<file path="config.mk">
export PLATFORM = sky130hd
export DESIGN_NAME = ars_top
export DESIGN_NICKNAME = d
export VERILOG_FILES = /design/src/pkg/ars_pkg.sv /design/src/verilog/ars_top.sv /design/src/verilog/ars_frame_rx.sv /design/src/verilog/ars_seq_mem.sv
export SDC_FILE = /design/constraint.sdc
export NUM_CORES = 2
export LEC_CHECK = 0
export CELL_PAD_IN_SITES_DETAIL_PLACEMENT = 0
export CELL_PAD_IN_SITES_GLOBAL_PLACEMENT = 2
export CORE_ASPECT_RATIO = 1.1
export CORE_MARGIN = 2
export CORE_UTILIZATION = 51
export CTS_CLUSTER_DIAMETER = 120
export DETAILED_ROUTE_END_ITERATION = 12
export DONT_BUFFER_PORTS = 1
export PLACE_DENSITY = 0.87
export SYNTH_ARGS = -nofsm -noshare
export SYNTH_HDL_FRONTEND = slang
export SYNTH_SLANG_ARGS = --single-unit
</file>
<file path="constraint.sdc">
create_clock -name REF_CLK -period 23.1 [get_ports REF_CLK]
set_input_delay 2.31 -clock REF_CLK [delete_from_list [all_inputs] [get_ports REF_CLK]]
set_output_delay 2.31 -clock REF_CLK [all_outputs]
set_load 0.01 [all_outputs]
</file>
<file path="src/pkg/ars_pkg.sv">
// Shared constants and carrier types for the span and sequencer block.
// Assumes a single 10 MHz clock domain on the register side.
package ars_pkg;
    localparam int CMD_W = 16;
    localparam int CODE_HI = 15;
    localparam int CODE_LO = 11;
    localparam int SPAN_HI = 10;
    localparam int SPAN_LO = 3;
    localparam int LEN_HI = 7;
    localparam int LEN_LO = 0;
    localparam int NPAIR = 8;
    localparam int NCHAN = 16;
    localparam int NIB_W = 4;
    localparam int SEQ_DEPTH = 256;
    localparam int SEQ_AW = 8;
    localparam int MEM_AW = SEQ_AW + 1;
    localparam logic [4:0] SPAN_CODE = 5'h13;
    localparam logic [4:0] SEQLEN_CODE = 5'h14;
    localparam logic [7:0] SPAN_RST = 8'h00;
    localparam logic [8:0] LEN_RST = 9'h001;
    localparam logic [3:0] CHAN_ZERO = 4'h0;
    localparam logic [8:0] INIT_LAST = 9'h1FF;

    typedef enum logic [3:0] {
        MODE_MANUAL = 4'h0,
        MODE_REPEAT = 4'h1,
        MODE_FIXED_INT = 4'h2,
        MODE_FIXED_EXT = 4'h3,
        MODE_TOP_INT = 4'h4,
        MODE_TOP_EXT = 4'h5,
        MODE_USER_INT = 4'h6,
        MODE_USER_EXT = 4'h7,
        MODE_SEQUENCE = 4'h8
    } ars_mode_e;

    typedef enum logic [2:0] {
        ST_IDLE = 3'h0,
        ST_CMD = 3'h1,
        ST_PAT = 3'h3,
        ST_FILL = 3'h2,
        ST_INIT = 3'h6
    } ars_state_e;

    typedef struct packed {
        logic cs_fall;
        logic cs_rise;
        logic in_frame;
        logic bit_stb;
        logic bit_val;
    } ars_link_s;

    typedef struct packed {
        logic en;
        logic [MEM_AW-1:0] addr;
        logic [NIB_W-1:0] data;
    } ars_wr_s;
endpackage

</file>
<file path="src/verilog/ars_top.sv">
// Input span register and user channel sequencer behind the serial port.
// Assumes scan-control and unipolar/bipolar settings arrive from logic on
// REF_CLK; the serial pins come from outside and are synchronised.
`timescale 1ns/1ns
// Notes on behaviour
// - Command code 10011 writes the span register
// - Bits 10..3 pick span per input pair
// - All span bits are zero after reset
// - Span acts only on bipolar differential pairs
// - Scan mode comes from scan-control contents
// - Config registers set coding and differential use
// - Every pair behaves like the first pair
// - Plain and sweep modes use single channel select
// - Custom sweeps use the sixteen-bit scan mask
// - Sequence holds up to 256 entries
// - Pattern arrives and decodes as 4-bit nibbles
// - New pattern starts at next chip-select fall
// - Short pattern pads remaining entries with channel 0
// - Surplus pattern bits are dropped until frame end
// - Partial final nibble becomes channel 0
module ars_top (
    input wire logic REF_CLK,
    input wire logic RSTN,
    input wire logic CS_N,
    input wire logic SCLK,
    input wire logic DIN,
    input wire logic [3:0] SCAN_MODE,
    input wire logic [3:0] SINGLE_CHANNEL_SELECT,
    input wire logic [15:0] CUSTOM_SCAN_MASK,
    input wire logic [7:0] UNIPOLAR_CFG,
    input wire logic [7:0] BIPOLAR_CFG,
    input wire logic CONV_START,
    input wire logic CONV_STEP,
    output logic [3:0] CONV_CHANNEL,
    output logic [3:0] CONV_MODE,
    output logic [8:0] SEQUENCE_LENGTH,
    output logic CONFIG_BUSY,
    output logic [7:0] PAIR_SPAN_BIT,
    output logic [7:0] PAIR_FULL_SPAN,
    output logic [7:0] PAIR_DIFFERENTIAL,
    output logic [7:0] PAIR_TWOS_COMP
);
    ars_pkg::ars_link_s link;
    ars_pkg::ars_wr_s wr;
    logic [ars_pkg::MEM_AW-1:0] rd_addr;
    logic [3:0] mem_rdata;

    ars_pkg::ars_state_e st_r;
    ars_pkg::ars_state_e st_nxt;
    logic [15:0] sr_r;
    logic [15:0] sr_nxt;
    logic [3:0] bcnt_r;
    logic [3:0] bcnt_nxt;
    logic armed_r;
    logic armed_nxt;
    logic pend_r;
    logic pend_nxt;
    logic bank_r;
    logic bank_nxt;
    logic [8:0] new_len_r;
    logic [8:0] new_len_nxt;
    logic [8:0] act_len_r;
    logic [8:0] act_len_nxt;
    logic [8:0] widx_r;
    logic [8:0] widx_nxt;
    logic [7:0] span_r;
    logic [7:0] span_nxt;
    logic [15:0] word;

    ars_pkg::ars_mode_e mode_r;
    ars_pkg::ars_mode_e mode_nxt;
    logic [3:0] chan_r;
    logic [3:0] chan_nxt;
    logic [7:0] sidx_r;
    logic [7:0] sidx_nxt;
    logic [8:0] sidx_inc;

    logic [7:0] full_nxt;
    logic [7:0] diff_nxt;
    logic [7:0] tc_nxt;
    logic [7:0] full_r;
    logic [7:0] diff_r;
    logic [7:0] tc_r;

    ars_frame_rx u_rx (
        .clk(REF_CLK),
        .rst_n(RSTN),
        .cs_n(CS_N),
        .sclk(SCLK),
        .din(DIN),
        .link(link)
    );

    ars_seq_mem u_mem (
        .clk(REF_CLK),
        .rst_n(RSTN),
        .wr(wr),
        .rd_addr(rd_addr),
        .rd_data(mem_rdata)
    );

    // Lowest set mask bit at or above start, wrapping round once
    function automatic logic [3:0] ars_next_bit(input logic [15:0] m, input logic [4:0] start);
        logic [3:0] r;
        logic hit;
        r = ars_pkg::CHAN_ZERO;
        hit = 1'b0;
        for (int i = 0; i < 2 * ars_pkg::NCHAN; i++) begin
            if (!hit && i >= int'(start) && m[i % ars_pkg::NCHAN]) begin
                r = 4'(i % ars_pkg::NCHAN);
                hit = 1'b1;
            end
        end
        return r;
    endfunction

    assign word = {sr_r[14:0], link.bit_val};

    // Serial command and pattern capture
    always_comb begin
        st_nxt = st_r;
        sr_nxt = sr_r;
        bcnt_nxt = bcnt_r;
        armed_nxt = armed_r;
        pend_nxt = pend_r;
        bank_nxt = bank_r;
        new_len_nxt = new_len_r;
        act_len_nxt = act_len_r;
        widx_nxt = widx_r;
        span_nxt = span_r;
        wr = '0;
        case (st_r)
            ars_pkg::ST_INIT: begin
                // Both banks start as channel 0 so nothing reads undefined data
                wr.en = 1'b1;
                wr.addr = widx_r;
                widx_nxt = widx_r + 9'h001;
                if (widx_r == ars_pkg::INIT_LAST) begin
                    widx_nxt = 9'h000;
                    st_nxt = ars_pkg::ST_IDLE;
                end
            end
            ars_pkg::ST_IDLE: begin
                if (link.cs_fall) begin
                    bcnt_nxt = 4'h0;
                    widx_nxt = 9'h000;
                    st_nxt = armed_r ? ars_pkg::ST_PAT : ars_pkg::ST_CMD;
                    armed_nxt = 1'b0;
                    if (pend_r) begin
                        bank_nxt = ~bank_r;
                        act_len_nxt = new_len_r;
                        pend_nxt = 1'b0;
                    end
                end
            end
            ars_pkg::ST_CMD: begin
                if (link.bit_stb) begin
                    sr_nxt = word;
                    bcnt_nxt = bcnt_r + 4'h1;
                    if (bcnt_r == 4'hF) begin
                        if (word[ars_pkg::CODE_HI:ars_pkg::CODE_LO] == ars_pkg::SPAN_CODE) begin
                            span_nxt = word[ars_pkg::SPAN_HI:ars_pkg::SPAN_LO];
                        end
                        if (word[ars_pkg::CODE_HI:ars_pkg::CODE_LO] == ars_pkg::SEQLEN_CODE) begin
                            new_len_nxt = {1'b0, word[ars_pkg::LEN_HI:ars_pkg::LEN_LO]} + 9'h001;
                            armed_nxt = 1'b1;
                            pend_nxt = 1'b0;
                        end
                    end
                end
                if (link.cs_rise) begin
                    st_nxt = ars_pkg::ST_IDLE;
                end
            end
            ars_pkg::ST_PAT: begin
                if (link.bit_stb) begin
                    sr_nxt = word;
                    bcnt_nxt = bcnt_r + 4'h1;
                    if (bcnt_r[1:0] == 2'h3) begin
                        if (widx_r < new_len_r) begin
                            wr.en = 1'b1;
                            wr.addr = {~bank_r, widx_r[7:0]};
                            wr.data = word[3:0];
                            widx_nxt = widx_r + 9'h001;
                        end
                    end
                end
                if (link.cs_rise) begin
                    st_nxt = ars_pkg::ST_FILL;
                end
            end
            ars_pkg::ST_FILL: begin
                if (widx_r < new_len_r) begin
                    wr.en = 1'b1;
                    wr.addr = {~bank_r, widx_r[7:0]};
                    wr.data = ars_pkg::CHAN_ZERO;
                    widx_nxt = widx_r + 9'h001;
                end else begin
                    pend_nxt = 1'b1;
                    st_nxt = ars_pkg::ST_IDLE;
                end
            end
            default: begin
                st_nxt = ars_pkg::ST_IDLE;
            end
        endcase
    end

    always_ff @(posedge REF_CLK) begin
        if (!RSTN) begin
            st_r <= ars_pkg::ST_INIT;
            sr_r <= 16'h0000;
            bcnt_r <= 4'h0;
            armed_r <= 1'b0;
            pend_r <= 1'b0;
            bank_r <= 1'b0;
            new_len_r <= ars_pkg::LEN_RST;
            act_len_r <= ars_pkg::LEN_RST;
            widx_r <= 9'h000;
            span_r <= ars_pkg::SPAN_RST;
        end else begin
            st_r <= st_nxt;
            sr_r <= sr_nxt;
            bcnt_r <= bcnt_nxt;
            armed_r <= armed_nxt;
            pend_r <= pend_nxt;
            bank_r <= bank_nxt;
            new_len_r <= new_len_nxt;
            act_len_r <= act_len_nxt;
            widx_r <= widx_nxt;
            span_r <= span_nxt;
        end
    end

    // Channel choice per scan mode
    always_comb begin
        mode_nxt = mode_r;
        chan_nxt = chan_r;
        sidx_nxt = sidx_r;
        sidx_inc = {1'b0, sidx_r} + 9'h001;
        if (CONV_START) begin
            mode_nxt = ars_pkg::ars_mode_e'(SCAN_MODE);
            sidx_nxt = 8'h00;
            case (ars_pkg::ars_mode_e'(SCAN_MODE))
                ars_pkg::MODE_FIXED_INT,
                ars_pkg::MODE_FIXED_EXT: chan_nxt = ars_pkg::CHAN_ZERO;
                ars_pkg::MODE_USER_INT,
                ars_pkg::MODE_USER_EXT: chan_nxt = ars_next_bit(CUSTOM_SCAN_MASK, 5'h00);
                default: chan_nxt = SINGLE_CHANNEL_SELECT;
            endcase
        end else if (CONV_STEP) begin
            case (mode_r)
                ars_pkg::MODE_FIXED_INT,
                ars_pkg::MODE_FIXED_EXT: begin
                    chan_nxt = (chan_r < SINGLE_CHANNEL_SELECT) ? chan_r + 4'h1 : 4'h0;
                end
                ars_pkg::MODE_TOP_INT,
                ars_pkg::MODE_TOP_EXT: begin
                    chan_nxt = (chan_r != 4'hF) ? chan_r + 4'h1 : SINGLE_CHANNEL_SELECT;
                end
                ars_pkg::MODE_USER_INT,
                ars_pkg::MODE_USER_EXT: begin
                    chan_nxt = ars_next_bit(CUSTOM_SCAN_MASK, {1'b0, chan_r} + 5'h01);
                end
                ars_pkg::MODE_SEQUENCE: begin
                    sidx_nxt = (sidx_inc >= act_len_r) ? 8'h00 : sidx_inc[7:0];
                end
                default: begin
                    chan_nxt = SINGLE_CHANNEL_SELECT;
                end
            endcase
        end
        rd_addr = {bank_r, sidx_nxt};
    end

    always_ff @(posedge REF_CLK) begin
        if (!RSTN) begin
            mode_r <= ars_pkg::MODE_MANUAL;
            chan_r <= ars_pkg::CHAN_ZERO;
            sidx_r <= 8'h00;
        end else begin
            mode_r <= mode_nxt;
            chan_r <= chan_nxt;
            sidx_r <= sidx_nxt;
        end
    end

    for (genvar p = 0; p < ars_pkg::NPAIR; p++) begin : g_pair
        assign PAIR_SPAN_BIT[p] = span_r[ars_pkg::NPAIR-1-p];
        assign full_nxt[p] = span_r[ars_pkg::NPAIR-1-p] & BIPOLAR_CFG[p];
        assign diff_nxt[p] = UNIPOLAR_CFG[p] | BIPOLAR_CFG[p];
        assign tc_nxt[p] = BIPOLAR_CFG[p];
    end

    always_ff @(posedge REF_CLK) begin
        if (!RSTN) begin
            full_r <= 8'h00;
            diff_r <= 8'h00;
            tc_r <= 8'h00;
        end else begin
            full_r <= full_nxt;
            diff_r <= diff_nxt;
            tc_r <= tc_nxt;
        end
    end

    assign PAIR_FULL_SPAN = full_r;
    assign PAIR_DIFFERENTIAL = diff_r;
    assign PAIR_TWOS_COMP = tc_r;
    assign CONV_MODE = mode_r;
    assign SEQUENCE_LENGTH = act_len_r;
    assign CONFIG_BUSY = (st_r == ars_pkg::ST_INIT) | (st_r == ars_pkg::ST_FILL);
    // Sequence entries come straight from the registered memory read
    assign CONV_CHANNEL = (mode_r == ars_pkg::MODE_SEQUENCE) ? mem_rdata : chan_r;
endmodule

</file>
<file path="src/verilog/ars_frame_rx.sv">
// Serial pin front end: synchronises chip select, serial clock and data.
// Assumes the serial clock is much slower than the 10 MHz system clock.
`timescale 1ns/1ns
module ars_frame_rx (
    input wire logic clk,
    input wire logic rst_n,
    input wire logic cs_n,
    input wire logic sclk,
    input wire logic din,
    output ars_pkg::ars_link_s link
);
    logic [1:0] cs_q_r;
    logic [1:0] ck_q_r;
    logic [1:0] di_q_r;
    logic cs_d_r;
    logic ck_d_r;

    // Data and clock pass equal depth, so data stays aligned with the edge
    always_ff @(posedge clk) begin
        if (!rst_n) begin
            cs_q_r <= 2'h3;
            ck_q_r <= 2'h0;
            di_q_r <= 2'h0;
            cs_d_r <= 1'b1;
            ck_d_r <= 1'b0;
        end else begin
            cs_q_r <= {cs_q_r[0], cs_n};
            ck_q_r <= {ck_q_r[0], sclk};
            di_q_r <= {di_q_r[0], din};
            cs_d_r <= cs_q_r[1];
            ck_d_r <= ck_q_r[1];
        end
    end

    always_comb begin
        link.cs_fall = cs_d_r & ~cs_q_r[1];
        link.cs_rise = ~cs_d_r & cs_q_r[1];
        link.in_frame = ~cs_q_r[1];
        link.bit_stb = ~cs_q_r[1] & ~ck_d_r & ck_q_r[1];
        link.bit_val = di_q_r[1];
    end
endmodule

</file>
<file path="src/verilog/ars_seq_mem.sv">
// Two-bank store of channel nibbles for the user sequence.
// Assumes one writer; read data are registered, one cycle after the address.
`timescale 1ns/1ns
module ars_seq_mem (
    input wire logic clk,
    input wire logic rst_n,
    input ars_pkg::ars_wr_s wr,
    input wire logic [ars_pkg::MEM_AW-1:0] rd_addr,
    output logic [ars_pkg::NIB_W-1:0] rd_data
);
    logic [ars_pkg::NIB_W-1:0] mem_r [0:2*ars_pkg::SEQ_DEPTH-1];

    always_ff @(posedge clk) begin
        if (wr.en) begin
            mem_r[wr.addr] <= wr.data;
        end
    end

    always_ff @(posedge clk) begin
        if (!rst_n) begin
            rd_data <= ars_pkg::CHAN_ZERO;
        end else begin
            rd_data <= mem_r[rd_addr];
        end
    end
endmodule

</file>
* Word-level counts from Yosys, hierarchy flattened
Memory sizes are Yosys's and may differ from the RTL's. A register that Yosys moved wholly into a read port is not among the register bits.
Cells that the tools add are included.
** Operators by class
- Add/sub/neg operators :: 6
- Bitwise logic cells :: 25
- Mux-type cells :: 324
- $lt $le $gt $ge :: 34
- Eq/ne operators :: 33
- Reductions and logical operators :: 178
** Operator list (count)
- 4-bit two-way mux :: 67
- 1-bit two-way mux :: 229
- 1-bit logical AND :: 93
- 5-bit >= comparator (first input constant) :: 15
- 1-bit logical NOT :: 63
- 14-bit two-way mux :: 4
- 9-bit two-way mux :: 5
- 4-bit by 5-bit >= comparator with 1-bit output (first input constant) :: 8
- 9-bit one-hot mux with 4 select lines :: 1
- 8-bit two-way mux :: 4
- 10-bit one-hot mux with 3 select lines :: 1
- 4-bit by 3-bit == test with 1-bit output (second input constant) :: 6
- 4-bit one-hot mux with 2 select lines :: 3
- 2-bit inequality test (second input constant) :: 11
- 3-bit by 5-bit >= comparator with 1-bit output (first input constant) :: 4
- 8-bit by 1-bit adder with 9-bit output (second input constant) :: 2
- 4-bit by 2-bit == test with 1-bit output (second input constant) :: 4
- 4-bit one-hot mux with 4 select lines :: 1
- 3-bit two-way mux :: 5
- 3-bit one-hot mux with 5 select lines :: 1
- 1-bit bitwise AND :: 12
- 4-bit AND reduction :: 3
- 2-bit OR reduction :: 6
- 5-bit == test (second input constant) :: 2
- 29 further kinds :: 50
** Storage, ports and cells
- Bits in registers :: 108
- Memories kept :: 1
- Logic and storage cells :: 622
- Output and inout port bits :: 50
- RAM bits :: 2048
** Memory list
- u_mem.mem_r :: words 512, width 4, read ports 1, clocked after Yosys merged registers in 1, wr ports 1, line ars_seq_mem.sv:11 : logic [ars_pkg::NIB_W-1:0] mem_r [0:2*ars_pkg::SEQ_DEPTH-1];

* Depth between registers and ports, before layout
- Word-level depth :: 223
- Mapped depth :: 22
- Gate-level depth less buffers :: 16

* Cells and area by module
A second synthesis with hierarchy kept.
** Unflattened totals
- Cells, all modules :: 5039
- Area, all modules :: 87883.0 um2
** By module, submodules not included
- ars_seq_mem :: instances 1, area each 81336.8 um2, sequential area each 61579.1 um2, cells an instance 4204
- ars_top :: instances 1, area each 6298.5 um2, sequential area each 2001.9 um2, cells an instance 814
- ars_frame_rx :: instances 1, area each 247.7 um2, sequential area each 160.2 um2, cells an instance 21

* Least setup slack after synthesis
Ideal clock, no wire load.
- Kind :: flip-flop to flip-flop
- From :: reg widx_r[1]
- To :: mem u_mem.mem_r[0][0] (netlist name), data pin
- Clock period less this slack :: 9933 ps
- Setup slack :: 13167 ps
- Path buffers :: 0
- Data arrival time :: 8388 ps
- Required time :: 21555 ps
- Stages on the path, launching flop included :: 11
- Path through :: dfxtp_1 ha_1 a21o_1 a21o_1 a21o_1 a21o_1 a21oi_1 o21ai_0 and2_1 nor2_1 and2_1
** RTL lines
- start, declared :: line ars_top.sv:64 : logic [8:0] widx_r;
- start signal, assigned :: line ars_top.sv:230 : widx_r <= widx_nxt;
- end, declared :: line ars_seq_mem.sv:11

* Final worst setup path
- From :: reg sidx_r[0]
- To :: reg u_mem.rd_data[0] (netlist name), read port of u_mem.mem_r
** On the way
- Word-level cells in the longest chain between the ends :: 6
** Ends and longest elaborated chain
- start, declared :: line ars_top.sv:74 : logic [7:0] sidx_r;
- start signal, assigned :: line ars_top.sv:284 : sidx_r <= sidx_nxt;
- 8-bit by 1-bit adder with 9-bit output :: line ars_top.sv:240 : sidx_inc = {1'b0, sidx_r} + 9'h001;
- 9-bit >= comparator :: line ars_top.sv:266 : sidx_nxt = (sidx_inc >= act_len_r) ? 8'h00 : sidx_inc[7:0];
- 8-bit two-way mux :: line ars_top.sv:266
- 8-bit two-way mux :: line ars_top.sv:252 : case (mode_r)
- 8-bit two-way mux (*) :: line ars_top.sv:251 : end else if (CONV_STEP) begin
- 8-bit two-way mux (*) :: line ars_top.sv:241 : if (CONV_START) begin
- end, declared :: line ars_seq_mem.sv:9 : output logic [ars_pkg::NIB_W-1:0] rd_data
Every way passes the cells marked *; elsewhere a longest branch is shown, timed or not.
A chain may end at the register's enable or synchronous reset.

==> results.toml <==
[run_status]
status = "complete, no violations"

[final_layout]
fin_util_pct = 56.27
fin_area_um2 = 97330
layout.nets = 6064
area_growth_pct = 9.577
drive_above_1_share_pct = 12.09

[logic_synthesis]
ys_ff_latch = 2160
synth-xor-area-share_pct = 0.2564
yosysWarnings = 0
synth-async-reset-ratio_pct = 0
yosysSeqAreaShare_pct = 71.76
synth_top_family_by_area = "simple AND/OR/NAND/NOR gates"
synth_fp_nets = 6120
netlist_instances = 6045
synth_flop_cell = "edfxtp_1"
syn_area_um2 = 88830
synth-compound-area-share_pct = 6.078
synthAdderAreaFrac_pct = 0.4057
syn_area_per_cell_um2 = 14.69
synth_cell_type_count = 88
synthSimpleGateAreaFrac_pct = 11.56
synth_edf_count = 2048
synth.area.mux_share_pct = 7.227

[setup_path]
path_cells = "and3_1, and3_1, xor2_1, ha_1, o21ai_0, a41oi_4, nand2_8, buf_4, buf_4, buf_4, mux4_2, a22o_1, nor2_1, o22ai_1, o311ai_0, nand4_1, and3_1"
arrival_ns = 8.99
path_buf_inv = 3
path_class = "flop to flop"
critPathSlowestCell = "buf_4"
start_kind = "flop"
critPathMaxFanout = 76
cp.required_ns = 23.86
crit_path_end_kind = "flop"
path_delay_family = "compound AO/OA/AOI/OAI gates"
cpPeakStageDelay_ns = 0.77

[global_route]
gr-max-usage-layer = "met2"
track_usage_pct = 29.42
grt_pass1_wl_um = 378600
gr-usage-met3_pct = 6.678
antenna_found_initial = 14
grt-ovfl-total = 0
grtUsageMet2_pct = 45.86
grt_pass1_vias = 53150
grt_max_degree = 245
use_met1_pct = 39.97

[sta]
setup_ws_ns = 14.87
period_share_pct = 35.62
clock_skew_ns = 0.04169
setup_violations = 0
slew_viol_final = 0
rsz0062_at_grt = "no"
slew_headroom_pct = 6.387
worst_pin_slew_ns = 1.393
fin_crit_ns = 8.229
fin_tns_setup_ns = 0
finalHoldViolations = 0
max_freq_mhz = 121.5

[place]
dp_slack_ns = 14.65
port_buffers = 0
dpl_cell_area_um2 = 90680
gp_congestion = 0.8748
dp.final_hpwl_um = 159100

[power_and_ir_drop]
peakVddDrop_v = 0.00007092
power_leakage_nw = 27.95
power_density_nw_per_um2 = 78.66
totalPowerFinal_mw = 7.656

[cts]
clockRootBuffer = "clkbuf_16"
numCtsBuffers = 209
ctsResizeCount = 0
numClockSinks = 2160
clk_pin_slew_ns = 0.06
postCtsHoldBufs = 0
insertion_delay_ns = 0.88
cts_setup_buffers = 0
h-tree-depth = 4
tritoncts = "built"
clk_path_buf_depth = 3

[routing]
wl_per_cell_um = 31.36
antenna_left = 0
vias = 55020
vias_per_cell = 6.524
wl_um = 264500
firstDrtPassIters = 7
drt_iter0_drc = 8158
post-route-drc-count = 0

[floorplan]
fp.dieH_um = 441.7
core_um2 = 173000
die-area_um2 = 177500
dieWidth_um = 401.9
io_pins = 97
row_count = 160
start_util_pct = 51.35

[hold_path]
hold_class = "flop to flop"

[run]
drv_cap = 0
==> cells in the final DEF, fill, tap and decap left out, types with 15 or more instances in the layout <==
cell type  instances
buf_4            129
ha_1              28
xnor2_1           18
a221oi_1          48
clkinv_1          45
a311oi_1          34
a21oi_1          158
a21boi_0          29
and2_1            34
a22oi_1          145
o21ai_0           51
inv_1             34
clkbuf_1          49
nor4_1            31
mux4_2           260
mux2i_1           50
a41oi_1           23
dfxtp_1          112
o21a_1            15
a31oi_1           52
edfxtp_1        2048
nor2_1           466
and3_1           108
nand2b_1          24
nand2_1          969
clkbuf_16        214
nand4_1           22
a211oi_1          55
nor3_1           122
a211o_1           20
nand3_1          466
clkinv_2          37
nor2b_1           26
==> state kept, by name (all words and copies together), names as in the netlist, 9 cells and up <==
| name | cells |
|---|---|
| new_len_r | 9 |
| SEQUENCE_LENGTH | 9 |
| sr_r | 15 |
| u_mem.mem_r | 2048 |
| widx_r | 9 |
==> cell usage after synthesis (9+ instances only) <==
master / number / area share (%)
mux2i_1: 50 / 0.56
a21oi_1: 160 / 0.90
clkbuf_1: 166 / 0.70
nor2b_1: 30 / 0.21
or4_1: 9 / 0.076
buf_1: 24 / 0.10
a311oi_1: 34 / 0.34
o22ai_1: 10 / 0.070
nor4_1: 31 / 0.22
nor3_1: 123 / 0.69
a41oi_1: 23 / 0.23
a31oi_1: 52 / 0.37
and3_1: 110 / 0.77
xnor2_1: 18 / 0.18
a21boi_0: 29 / 0.25
nand2_1: 971 / 4.1
o21a_1: 15 / 0.13
nand4_1: 22 / 0.15
a211o_1: 20 / 0.20
dfxtp_1: 112 / 2.5
o21ai_0: 51 / 0.29
a211oi_1: 55 / 0.46
buf_4: 47 / 0.40
a21o_1: 12 / 0.10
a221oi_1: 48 / 0.47
buf_6: 55 / 0.70
buf_2: 111 / 0.63
mux4_2: 260 / 6.6
and2_1: 41 / 0.29
nand3_1: 468 / 2.6
a22oi_1: 145 / 1.2
nor2_1: 469 / 2.0
inv_1: 34 / 0.14
ha_1: 28 / 0.39
edfxtp_1: 2048 / 69
o211a_1: 10 / 0.11
nand2b_1: 25 / 0.18
==> per-stage QoR <==
step	hold WS (ns)	std cells
3_3_place_gp	0.4037	8045
2_1_floorplan	0.3863	6045
6_report	0.4178	8433
4_1_cts	0.4219	8431
5_1_grt	0.4473	8431
3_5_place_dp	0.4028	8046
==> layer usage <==
metal,up-vias,part of all wire [%],wire length (um)
met5,-,0.060,160
met4,10,4.7,12370
met3,571,11,29550
met2,3383,47,123200
met1,27910,37,99170
li1,23150,-,-
==> logic make-up (layout without fill, tap and decap cells) <==
group | after synthesis | after routing
buffers and inverters | 441 | 559
AOI/OAI and AO/OA | 753 | 753
muxes | 313 | 313
DFF | 2160 | 2160
and+or+nand+nor | 2323 | 2323
adders and majority gates | 29 | 29
xor gates and xnor gates | 26 | 26
other | 0 | 2
==> power by group <==
group | switching (mW) | internal [mW] | total [mW] | leakage [nW]
Sequential | 0.00851 | 4.22 | 4.23 | 16.2
Clock | 1.49 | 1.85 | 3.34 | 3.25
Combinational | 0.0637 | 0.0227 | 0.0864 | 8.51
==> cell type report <==
class	count	area (um2)
multi-input cells	3444	22820
clock buffers	273	5650
well taps	2268	2838
fillers	13610	75630
flip-flops and latches	2160	63740
inverters	35	131.4
clock inverters	112	996.0
diodes	2	5.005
repair buffers	139	1154
==> final timing paths <==
kind / start / endpoint / slack [ns] / depth (start not counted)
worst max-delay path: sidx_r[0] / u_mem.rd_data[0] / 14.87 / 17
worst min register to register: u_rx.cs_q_r[0] / u_rx.cs_q_r[1] / 0.42 / 1
worst min-delay path: u_rx.cs_q_r[0] / u_rx.cs_q_r[1] / 0.42 / 1
worst max register to register: sidx_r[0] / u_mem.rd_data[0] / 14.87 / 17
Power figures use the tool's default switching activity.
